**src/dctwo_pkg.sv**
```systemverilog
// constants, types and mode-register encodings for training and termination
package dctwo_pkg;

  ////////////////////////////////////////////////////////////////////////////
  // widths and clock
  localparam int          CLK_NS      = 50;
  localparam int          CA_W        = 10;
  localparam int          DQ_W        = 16;
  localparam int          BYTE_W      = 8;
  localparam int          NBYTES      = 2;
  localparam int          SYNC_W      = 16;

  ////////////////////////////////////////////////////////////////////////////
  // mode-register addresses and operands
  localparam logic [7:0]  TRAIN_ENTRY_ADDR = 8'h29;
  localparam logic [7:0]  TRAIN_ENTRY_OP   = 8'ha4;
  localparam logic [7:0]  TRAIN_EXIT_ADDR  = 8'h2a;
  localparam logic [7:0]  TRAIN_EXIT_OP    = 8'ha8;
  localparam logic [7:0]  TRAIN_REMAP_ADDR = 8'h30;
  localparam logic [7:0]  TRAIN_REMAP_OP   = 8'hc0;
  localparam logic [7:0]  LEVEL_CTRL_ADDR  = 8'h02;
  localparam logic [7:0]  TERM_CFG_ADDR    = 8'h0b;
  localparam logic [3:0]  MRW_OPCODE       = 4'h0;

  ////////////////////////////////////////////////////////////////////////////
  // field positions and reset values
  localparam int          LEVEL_EN_BIT     = 7;
  localparam int          TERM_PDE_BIT     = 2;
  localparam logic [7:0]  LEVEL_CTRL_RST   = 8'h00;
  localparam logic [7:0]  TERM_CFG_RST     = 8'h00;

  ////////////////////////////////////////////////////////////////////////////
  // timing: leveling output delay is a longest time, so it rounds down
  localparam int          LEVEL_OUT_NS     = 100;
  localparam int          LEVEL_OUT_CYC    = (LEVEL_OUT_NS / CLK_NS < 1) ? 1 :
                                             LEVEL_OUT_NS / CLK_NS;

  ////////////////////////////////////////////////////////////////////////////
  // types
  typedef enum logic [2:0] {
    TR_IDLE  = 3'b001,
    TR_FIRST = 3'b010,
    TR_REMAP = 3'b100
  } dctwo_train_state_type;

  typedef struct packed {
    logic [7:0] addr;
    logic [7:0] op;
  } dctwo_mrw_type;

  typedef struct packed {
    logic dq;
    logic dqs;
  } dctwo_term_type;

endpackage : dctwo_pkg

```
**src/dctwo_top.sv**
```systemverilog
// ca training, write leveling and termination control of the dram die
//
// How it works
// - training runs entry, first session, remap, exit
// - unused dq drive valid levels, dqs static
// - training output timed from ck falling edge
// - repeated chip selects each count as samples
// - entry and exit decoded from identical edges
// - entry is write 29h with a4h
// - exit is write 2ah with a8h
// - remap is write 30h with c0h
// - first session maps ca rise/fall to dq pairs
// - remap puts ca4, ca9 on dq0/1, dq8/9
// - leveling bit seven enters and leaves leveling
// - strobe rise samples clock onto whole byte
// - termination follows pin unless forced off
// - nonzero two-bit field enables termination resistance
// - power-down enable bit keeps termination in power-down
// - termination resumes from pin after reads
// - write command: cs low, ca3..0 low rising
`timescale 1ns/1ps
`default_nettype none
module dctwo_top
  import dctwo_pkg::*;
(
  input  wire logic              mclk_in,
  input  wire logic              resetn_in,
  input  wire logic              ck_t_in,
  input  wire logic              cs_n_in,
  input  wire logic              cke_in,
  input  wire logic [CA_W-1:0]   ca_in,
  input  wire logic [NBYTES-1:0] dqs_t_in,
  input  wire logic              termination_pin_in,
  input  wire logic              read_busy_in,
  input  wire logic              self_refresh_in,
  input  wire logic              deep_power_down_in,
  output logic      [DQ_W-1:0]   dq_out,
  output logic                   dq_oe_out,
  output logic                   term_dq_out,
  output logic                   term_dqs_out,
  output logic      [1:0]        termination_resistance_out,
  output logic                   training_active_out,
  output logic                   leveling_active_out
);

  ////////////////////////////////////////////////////////////////////////////
  // pin synchronisation and edge detection
  logic [SYNC_W-1:0]     pins_s;
  logic                  ck_s;
  logic                  cs_n_s;
  logic                  cke_s;
  logic                  term_pin_s;
  logic [NBYTES-1:0]     dqs_s;
  logic [CA_W-1:0]       ca_s;
  logic                  ck_d_reg;
  logic [NBYTES-1:0]     dqs_d_reg;
  logic                  ck_rise;
  logic                  ck_fall;
  logic [NBYTES-1:0]     dqs_rise;

  dctwo_sync #(.W(SYNC_W)) u_sync (
    .mclk_in   (mclk_in),
    .resetn_in (resetn_in),
    .async_in  ({ck_t_in, cs_n_in, cke_in, termination_pin_in,
                 dqs_t_in, ca_in}),
    .sync_out  (pins_s)
  );

  assign {ck_s, cs_n_s, cke_s, term_pin_s, dqs_s, ca_s} = pins_s;
  assign ck_rise  = ck_s & ~ck_d_reg;
  assign ck_fall  = ~ck_s & ck_d_reg;
  assign dqs_rise = dqs_s & ~dqs_d_reg;

  always_ff @(posedge mclk_in or negedge resetn_in) begin
    if (!resetn_in) begin
      ck_d_reg  <= 1'b0;
      dqs_d_reg <= '0;
    end else begin
      ck_d_reg  <= ck_s;
      dqs_d_reg <= dqs_s;
    end
  end

  ////////////////////////////////////////////////////////////////////////////
  // command capture: rising half on ck rise, falling half on ck fall
  logic                  cs_sel_reg;
  logic [CA_W-1:0]       ca_rise_reg;
  logic                  slot_done;
  logic                  is_mrw;
  dctwo_mrw_type         mode_reg_write_cmd;

  always_ff @(posedge mclk_in or negedge resetn_in) begin
    if (!resetn_in) begin
      cs_sel_reg  <= 1'b0;
      ca_rise_reg <= '0;
    end else if (ck_rise) begin
      cs_sel_reg  <= ~cs_n_s;
      ca_rise_reg <= ca_s;
    end
  end

  // decoding uses the falling half live, so no extra capture flop
  assign slot_done = cs_sel_reg & ck_fall;
  assign is_mrw    = slot_done & (ca_rise_reg[3:0] == MRW_OPCODE);
  // falling ca1..0 carry the address top bits, rising ca9..4 the rest
  assign mode_reg_write_cmd.addr  = {ca_s[1:0], ca_rise_reg[9:4]};
  assign mode_reg_write_cmd.op    = ca_s[9:2];

  ////////////////////////////////////////////////////////////////////////////
  // training state machine
  dctwo_train_state_type state_reg;
  dctwo_train_state_type state_next;
  logic                  hit_entry;
  logic                  hit_exit;
  logic                  hit_remap;
  logic                  in_train;
  logic                  sample_evt;

  // entry and exit have equal halves, so they decode before training
  assign hit_entry = is_mrw & (mode_reg_write_cmd.addr == TRAIN_ENTRY_ADDR)
                     & (mode_reg_write_cmd.op == TRAIN_ENTRY_OP);
  assign hit_exit  = is_mrw & (mode_reg_write_cmd.addr == TRAIN_EXIT_ADDR)
                     & (mode_reg_write_cmd.op == TRAIN_EXIT_OP);
  assign hit_remap = is_mrw & (mode_reg_write_cmd.addr == TRAIN_REMAP_ADDR)
                     & (mode_reg_write_cmd.op == TRAIN_REMAP_OP);
  assign in_train  = (state_reg != TR_IDLE);
  assign sample_evt = slot_done & in_train & ~hit_exit & ~hit_remap
                      & ~hit_entry;

  always_comb begin
    state_next = state_reg;
    case (state_reg)
      TR_IDLE: begin
        if (hit_entry) begin
          state_next = TR_FIRST;
        end
      end
      TR_FIRST: begin
        if (hit_exit) begin
          state_next = TR_IDLE;
        end else if (hit_remap && cke_s) begin
          state_next = TR_REMAP;
        end
      end
      TR_REMAP: begin
        if (hit_exit) begin
          state_next = TR_IDLE;
        end
      end
      default: begin
        state_next = TR_IDLE;
      end
    endcase
  end

  always_ff @(posedge mclk_in or negedge resetn_in) begin
    if (!resetn_in) begin
      state_reg           <= TR_IDLE;
      training_active_out <= 1'b0;
    end else begin
      state_reg           <= state_next;
      training_active_out <= (state_next != TR_IDLE);
    end
  end

  ////////////////////////////////////////////////////////////////////////////
  // mode registers for leveling and termination
  logic [7:0]            level_ctrl_reg;
  logic [7:0]            term_cfg_reg;
  logic                  lvl_on;
  logic                  wr_level;
  logic                  wr_term;

  assign lvl_on   = level_ctrl_reg[LEVEL_EN_BIT];
  assign wr_level = is_mrw & ~in_train & (mode_reg_write_cmd.addr == LEVEL_CTRL_ADDR);
  // while leveling the termination write is ignored; the leveling write is honoured
  assign wr_term  = is_mrw & ~in_train & ~lvl_on
                    & (mode_reg_write_cmd.addr == TERM_CFG_ADDR);

  always_ff @(posedge mclk_in or negedge resetn_in) begin
    if (!resetn_in) begin
      level_ctrl_reg <= LEVEL_CTRL_RST;
      term_cfg_reg   <= TERM_CFG_RST;
    end else begin
      if (wr_level) begin
        level_ctrl_reg <= mode_reg_write_cmd.op;
      end
      if (wr_term) begin
        term_cfg_reg <= mode_reg_write_cmd.op;
      end
    end
  end

  assign leveling_active_out = level_ctrl_reg[LEVEL_EN_BIT];

  ////////////////////////////////////////////////////////////////////////////
  // data lane mapping for training and leveling
  logic [DQ_W-1:0]       map_first;
  logic [DQ_W-1:0]       map_remap;
  logic [DQ_W-1:0]       train_map;
  logic [DQ_W-1:0]       dq_next;
  logic [NBYTES-1:0]     lvl_done;
  logic [NBYTES-1:0]     lvl_smp;
  logic                  dq_oe_next;

  // lane pairs skip ca4 and ca9, which wait for the remapped session
  for (genvar i = 0; i < 8; i++) begin : g_first
    localparam int CA_IDX = (i < 4) ? i : i + 1;
    assign map_first[2*i]   = ca_rise_reg[CA_IDX];
    assign map_first[2*i+1] = ca_s[CA_IDX];
  end

  assign map_remap = {6'h00, ca_s[9], ca_rise_reg[9],
                      6'h00, ca_s[4], ca_rise_reg[4]};
  assign train_map = (state_reg == TR_FIRST) ? map_first : map_remap;

  for (genvar b = 0; b < NBYTES; b++) begin : g_byte
    logic [7:0] cnt_reg;
    logic       busy_reg;
    logic       smp_reg;

    // feedback is a level held until the next strobe edge
    always_ff @(posedge mclk_in or negedge resetn_in) begin
      if (!resetn_in) begin
        cnt_reg  <= 8'h00;
        busy_reg <= 1'b0;
        smp_reg  <= 1'b0;
      end else if (!lvl_on) begin
        busy_reg <= 1'b0;
      end else if (dqs_rise[b]) begin
        smp_reg  <= ck_s;
        cnt_reg  <= 8'(LEVEL_OUT_CYC);
        busy_reg <= 1'b1;
      end else if (busy_reg) begin
        cnt_reg  <= cnt_reg - 8'h01;
        busy_reg <= (cnt_reg != 8'h01);
      end
    end

    assign lvl_done[b] = busy_reg & (cnt_reg == 8'h01);
    assign lvl_smp[b]  = smp_reg;
    assign dq_next[b*BYTE_W +: BYTE_W] =
      hit_exit         ? 8'h00 :
      sample_evt       ? train_map[b*BYTE_W +: BYTE_W] :
      (lvl_on && lvl_done[b]) ? {BYTE_W{lvl_smp[b]}} :
      dq_out[b*BYTE_W +: BYTE_W];
  end

  // dq floats at the falling edge that carries the exit write
  assign dq_oe_next = (state_next != TR_IDLE)
                      | (lvl_on & (dq_oe_out | (|lvl_done)));

  always_ff @(posedge mclk_in or negedge resetn_in) begin
    if (!resetn_in) begin
      dq_out    <= '0;
      dq_oe_out <= 1'b0;
    end else begin
      dq_out    <= dq_next;
      dq_oe_out <= dq_oe_next;
    end
  end

  ////////////////////////////////////////////////////////////////////////////
  // termination: pin is synchronised, so a few cycles of lag apply
  logic                  term_mode_en;
  logic                  term_pd_block;
  logic                  term_base;
  dctwo_term_type        term_next;

  assign term_mode_en  = |term_cfg_reg[1:0];
  assign term_pd_block = ~cke_s & ~term_cfg_reg[TERM_PDE_BIT];
  assign term_base     = term_mode_en & term_pin_s & ~read_busy_in
                         & ~term_pd_block & ~self_refresh_in
                         & ~deep_power_down_in & ~in_train;
  assign term_next.dq  = term_base & ~lvl_on;
  assign term_next.dqs = term_base;

  always_ff @(posedge mclk_in or negedge resetn_in) begin
    if (!resetn_in) begin
      term_dq_out                <= 1'b0;
      term_dqs_out               <= 1'b0;
      termination_resistance_out <= 2'h0;
    end else begin
      term_dq_out                <= term_next.dq;
      term_dqs_out               <= term_next.dqs;
      termination_resistance_out <= term_cfg_reg[1:0];
    end
  end

  ////////////////////////////////////////////////////////////////////////////
  // checks
  chk_entry_state: assert property (@(posedge mclk_in) disable iff (!resetn_in)
    hit_entry && state_reg == TR_IDLE |=> state_reg == TR_FIRST)
    else $error("training entry not taken");
  chk_exit_state: assert property (@(posedge mclk_in) disable iff (!resetn_in)
    hit_exit && in_train |=> state_reg == TR_IDLE ##1 !dq_oe_out)
    else $error("training exit not taken or dq still driven");
  chk_remap_cke: assert property (@(posedge mclk_in) disable iff (!resetn_in)
    state_reg == TR_FIRST && hit_remap && !cke_s
    |=> state_reg == TR_FIRST)
    else $error("remap accepted with clock enable low");
  chk_remap_taken: assert property (@(posedge mclk_in) disable iff (!resetn_in)
    state_reg == TR_FIRST && hit_remap && cke_s
    |=> state_reg == TR_REMAP)
    else $error("remap not taken");
  chk_first_map: assert property (@(posedge mclk_in) disable iff (!resetn_in)
    sample_evt && state_reg == TR_FIRST
    |=> dq_out[0] == $past(ca_rise_reg[0]) && dq_out[15] == $past(ca_s[8]))
    else $error("first session lane mapping wrong");
  chk_remap_map: assert property (@(posedge mclk_in) disable iff (!resetn_in)
    sample_evt && state_reg == TR_REMAP
    |=> dq_out[9] == $past(ca_s[9]) && dq_out[1] == $past(ca_s[4])
        && dq_out[7:2] == 6'h00)
    else $error("remap lane mapping wrong");
  chk_train_term: assert property (@(posedge mclk_in) disable iff (!resetn_in)
    in_train |=> !term_dq_out && !term_dqs_out)
    else $error("termination on during training");
  chk_term_zero: assert property (@(posedge mclk_in) disable iff (!resetn_in)
    term_cfg_reg[1:0] == 2'h0 |=> !term_dq_out && !term_dqs_out)
    else $error("termination on with mode disabled");
  chk_pd_block: assert property (@(posedge mclk_in) disable iff (!resetn_in)
    !cke_s && !term_cfg_reg[TERM_PDE_BIT] |=> !term_dqs_out)
    else $error("termination on in power-down without enable");
  chk_level_dq: assert property (@(posedge mclk_in) disable iff (!resetn_in)
    lvl_on && term_base |=> term_dqs_out && !term_dq_out)
    else $error("leveling termination split wrong");
  chk_level_fb: assert property (@(posedge mclk_in) disable iff (!resetn_in)
    lvl_on && dqs_rise[0] && !g_byte[0].busy_reg
    |=> ##2 (dq_out[7:0] == {8{$past(ck_s, 3)}} || !lvl_on))
    else $error("leveling feedback not driven");

  cov_train_full: cover property (@(posedge mclk_in)
    state_reg == TR_REMAP ##[1:1000] state_reg == TR_IDLE);
  cov_level_fb: cover property (@(posedge mclk_in) lvl_on && |lvl_done);
  cov_term_on: cover property (@(posedge mclk_in) term_dq_out);
  cov_term_pd: cover property (@(posedge mclk_in) term_dqs_out && !cke_s);

endmodule : dctwo_top
`default_nettype wire

```
**src/dctwo_sync.sv**
```systemverilog
// two-flop synchroniser for pins arriving from outside the clock domain
`timescale 1ns/1ps
`default_nettype none
module dctwo_sync #(
  parameter int W = 1
) (
  input  wire logic         mclk_in,
  input  wire logic         resetn_in,
  input  wire logic [W-1:0] async_in,
  output logic      [W-1:0] sync_out
);

  logic [W-1:0] meta_reg;

  always_ff @(posedge mclk_in or negedge resetn_in) begin
    if (!resetn_in) begin
      meta_reg <= '0;
      sync_out <= '0;
    end else begin
      meta_reg <= async_in;
      sync_out <= meta_reg;
    end
  end

endmodule : dctwo_sync
`default_nettype wire

```
**config.mk**
```make
export PLATFORM = sky130hd
export DESIGN_NAME = dctwo_top
export DESIGN_NICKNAME = d
export VERILOG_FILES = /design/src/dctwo_pkg.sv /design/src/dctwo_top.sv /design/src/dctwo_sync.sv
export SDC_FILE = /design/constraint.sdc
export NUM_CORES = 1
export LEC_CHECK = 0
export BUFFER_PORTS_ARGS = -buffer_cell sky130_fd_sc_hd__buf_2
export CAP_MARGIN = 0
export CORE_MARGIN = 4
export CORE_UTILIZATION = 54
export CTS_BUF_LIST = sky130_fd_sc_hd__clkbuf_4 sky130_fd_sc_hd__clkbuf_8
export DETAILED_ROUTE_END_ITERATION = 10
export PLACE_DENSITY = 0.74
export SYNTH_ARGS = -nofsm -noshare
export SYNTH_HDL_FRONTEND = slang
export SYNTH_SLANG_ARGS = --single-unit
export TNS_END_PERCENT = 100
```
**constraint.sdc**
```tcl
create_clock -name mclk_in -period 2.52 [get_ports mclk_in]
set_clock_uncertainty 0.1 [all_clocks]
set_input_delay 0.756 -clock mclk_in [delete_from_list [all_inputs] [get_ports mclk_in]]
set_output_delay 0.756 -clock mclk_in [all_outputs]
set_load 0.02 [all_outputs]
```
==> metrics.md <==
| Metric | Value |
|---|---|
| Top delay family on crit path | `simple AND/OR/NAND/NOR gates` |
| Max Fclk | `roughly 450 MHz` |
| Crit path cell chain | `nor3b_1 -> nand2_1 -> nor4_1 -> nand4_1 -> mux2_2` |
| Total CTS buffers | `9` |
| Synth-to-Final Area Change | `13.0%` |
| Most common cell after layout, fill and taps aside | `dfrtp_1` |
| Crit path max fanout | `4` |
| Syn avg cell area | `about 13 µm²` |
| Hold_buf cts | `0` |
| Slowest stage delay, CP | `0.55 ns` |
| Most frequent cells in the layout | `dfrtp_1 (94), buf_2 (42), nand2_1 (30), nor2_1 (18), a221oi_1 (16)` |
| Final WL | `7310 µm` |
| Cell Area, Synth | `about 4000 µm²` |
| Post-Synthesis Cells | `approximately 310` |
| RSZ-0062 raised after global routing | `no` |
| Total congestion overflow | `0` |
| Share of the synthesized area in the top cell type | `60.3%` |
| Status | `finished, final reports clean` |
| Synth Flop Type | `dfrtp_1` |
| Setup Crit Path Kind | `reg -> reg` |
| Total GRT Usage | `18.2%` |
| Fin. max-slew vios | `0` |
| DIE AREA | `8650 µm²` |
| Initial antenna violation count | `0` |
| Die width | `93.0 µm` |
| DPL Wire Length | `5190 µm` |
| Starting density of the core | `between 50 and 60%` |
| Setup violations, final | `0` |
| Clock period minus worst slack | `around 2.2 ns` |
| Core area | `6910 µm²` |
| Worst hold margin | `around 0.21 ns` |
| DRC | `0` |
| CP required | `2.66 ns` |
| Total clock sinks | `95` |
| Final WS setup | `0.308 ns` |
| Via/cell ratio | `5.52` |
| Final worst-path cycle share | `about 90%` |
| Total Neg Setup Slack | `0 ns` |
| CTS Root Cell | `clkbuf_8` |
| Worst Path Buf+Inv | `0` |
| Global-route wire length before repair | `12300 µm` |
| Post-CTS Repair Setup Buffers | `0` |
| YS warnings | `0` |
| Slew @ Worst Pin | `0.573 ns` |
| Clock-pin slew on the worst setup and hold paths | `~0.09 ns` |
| Number of synthesized flops with an enable pin | `0` |
| Ys async rst share | `100%` |
| Leakage power figure | `1.95 nW` |
| Chip Height | `about 93 µm` |
| Htree depth | `3` |
| Worst setup EP type | `flop` |
| Slew HR | `61.8%` |
| Pre-CTS setup slack | `0.368 ns` |
| Cts repair resizes | `0` |
| Yosys cell types | `49` |
| Routed via count | `2533` |
| Sequential cell area fraction in the yosys report | `about three fifths` |
| Syn nets | `333` |
| Startpoint Class | `flop` |
| Rows | `30` |
| Critical Path Slowest Stage Cell | `dfstp_2` |
| Post-synth top area cell | `dfrtp_1` |
| Final Hold Fails | `0` |
| Largest net degree at the start of global routing | `37` |
| Buffers on Ports | `43` |
| CP arrival | `between 2 and 2.5 ns` |
| Worst ir drop on vdd | `0.425 mV` |
| Gpl congestion | `0.918` |
| Min-delay worst type | `in -> async` |
| Most area-consuming cells after synthesis | `dfrtp_1 (60%), mux2_2 (4.0%), a221oi_1 (3.6%), a211oi_2 (3.2%), nand2_1 (2.9%)` |
| Post-layout nets | `383` |
| I/O pins | `44` |
| CTS tree | `yes` |
| First DRT Iteration DRCs | `~120` |
| Number of global-route vias before repair | `2438` |
| Wire per inst | `15.9 µm` |
| Clock Path Buffers | `2` |
| Max Cap Violations | `0` |
| Worst-Skew Late Latency | `0.35 ns` |
| Pwr dens | `603 nW/µm²` |
| N_diodes | `0` |
| DRT antenna net count | `0` |
| Layout cell share with drive strength beyond 1 | `28.7%` |
| Synthesized flop and latch total | `95` |
| DR pass1 iterations | `6` |
-- where the power goes --
| part | internal (mW) | total, mW | switching [mW] |
|---|---|---|---|
| Sequential | 1.58 | 1.64 | 0.0579 |
| Clock | 0.367 | 0.906 | 0.539 |
| Combinational | 0.0570 | 0.116 | 0.0589 |
| Total | 2.00 | 2.66 | 0.655 |
-- worst register-to-register path, cell delays in order (launching register included) --
cell and delay (ns):
dfstp_2 0.55, nor3b_1 0.44, nand2_1 0.13, nor4_1 0.29
nand4_1 0.25, mux2_2 0.33
-- Yosys cell counts (2+ instances only) --
library cell	count
buf_4	2
a221oi_1	16
nor3b_1	2
o21ai_0	6
clkbuf_1	2
or2_2	2
buf_2	4
or3_1	3
nand3_1	7
nor4_1	6
nand2b_1	4
mux2_2	14
and2_1	3
ha_1	4
xor2_1	4
a211oi_2	10
nand2_1	30
buf_6	2
a21oi_1	6
inv_1	9
a211oi_1	7
nor3_1	4
nor4_4	2
xnor2_1	6
nand3b_1	2
mux2i_1	4
a21o_1	2
nand4b_1	2
nor2b_1	6
nor2_1	18
a2111oi_2	2
and3b_1	3
nand4_1	4
dfrtp_1	94
nand4_2	2
-- worst paths after layout --
path,cells past startpoint,slack [ns],from,end
worst max-delay path,5,0.31,state_reg[0],term_cfg_reg[2]
worst min-delay path,1,0.21,resetn_in,g_byte[1].cnt_reg[2]
worst max register to register,5,0.31,state_reg[0],term_cfg_reg[2]
worst min register to register,0,0.25,u_sync.meta_reg[9],u_sync.sync_out[9]
max in group asynchronous,2,1.53,resetn_in,state_reg[0]
min in group mclk_in,0,0.25,u_sync.meta_reg[9],u_sync.sync_out[9]
-- cell type report --
cell class | instances | area, µm²
clock buffers | 9 | 124
repair buffers | 50 | 283
flip-flops and latches | 95 | 2380
well taps | 96 | 120
fillers | 568 | 2500
inverters | 9 | 33.8
multi-input cells | 193 | 1420
clock inverters | 7 | 53.8
-- per-stage QoR --
stage / util (%) / std cells / cell area (µm²) / power (mW)
2_1_floorplan: - / 308 / 3900 / 1.71
3_3_place_gp: 61.3 / 443 / 4230 / 1.78
3_5_place_dp: 61.3 / 443 / 4230 / 1.79
4_1_cts: 63.8 / 459 / 4410 / 2.69
5_1_grt: 63.8 / 459 / 4410 / 2.78
6_report: 63.8 / 459 / 4410 / 2.66
-- routing by layer --
metal	vias to the layer above	part of all wire, %	global-route usage [%]
li1	1215	-	-
met2	66	45	25.6
met5	-	0	0
met1	1244	48	28.2
met4	0	0.90	6.59
met3	8	5.7	3.54
-- cell families after synthesis --
logic type	Yosys count	share of synthesized area (%)
multiplexers	18	5.07
XOR/XNOR	10	2.24
flip-flops	95	61.0
buffers and inverters	20	2.76
AO/OA/AOI/OAI	54	11.9
AND/OR/NAND/NOR	107	15.8
adder cells (fa/ha/maj)	4	1.28
Note: power is estimated with default switching activity, not from simulation.
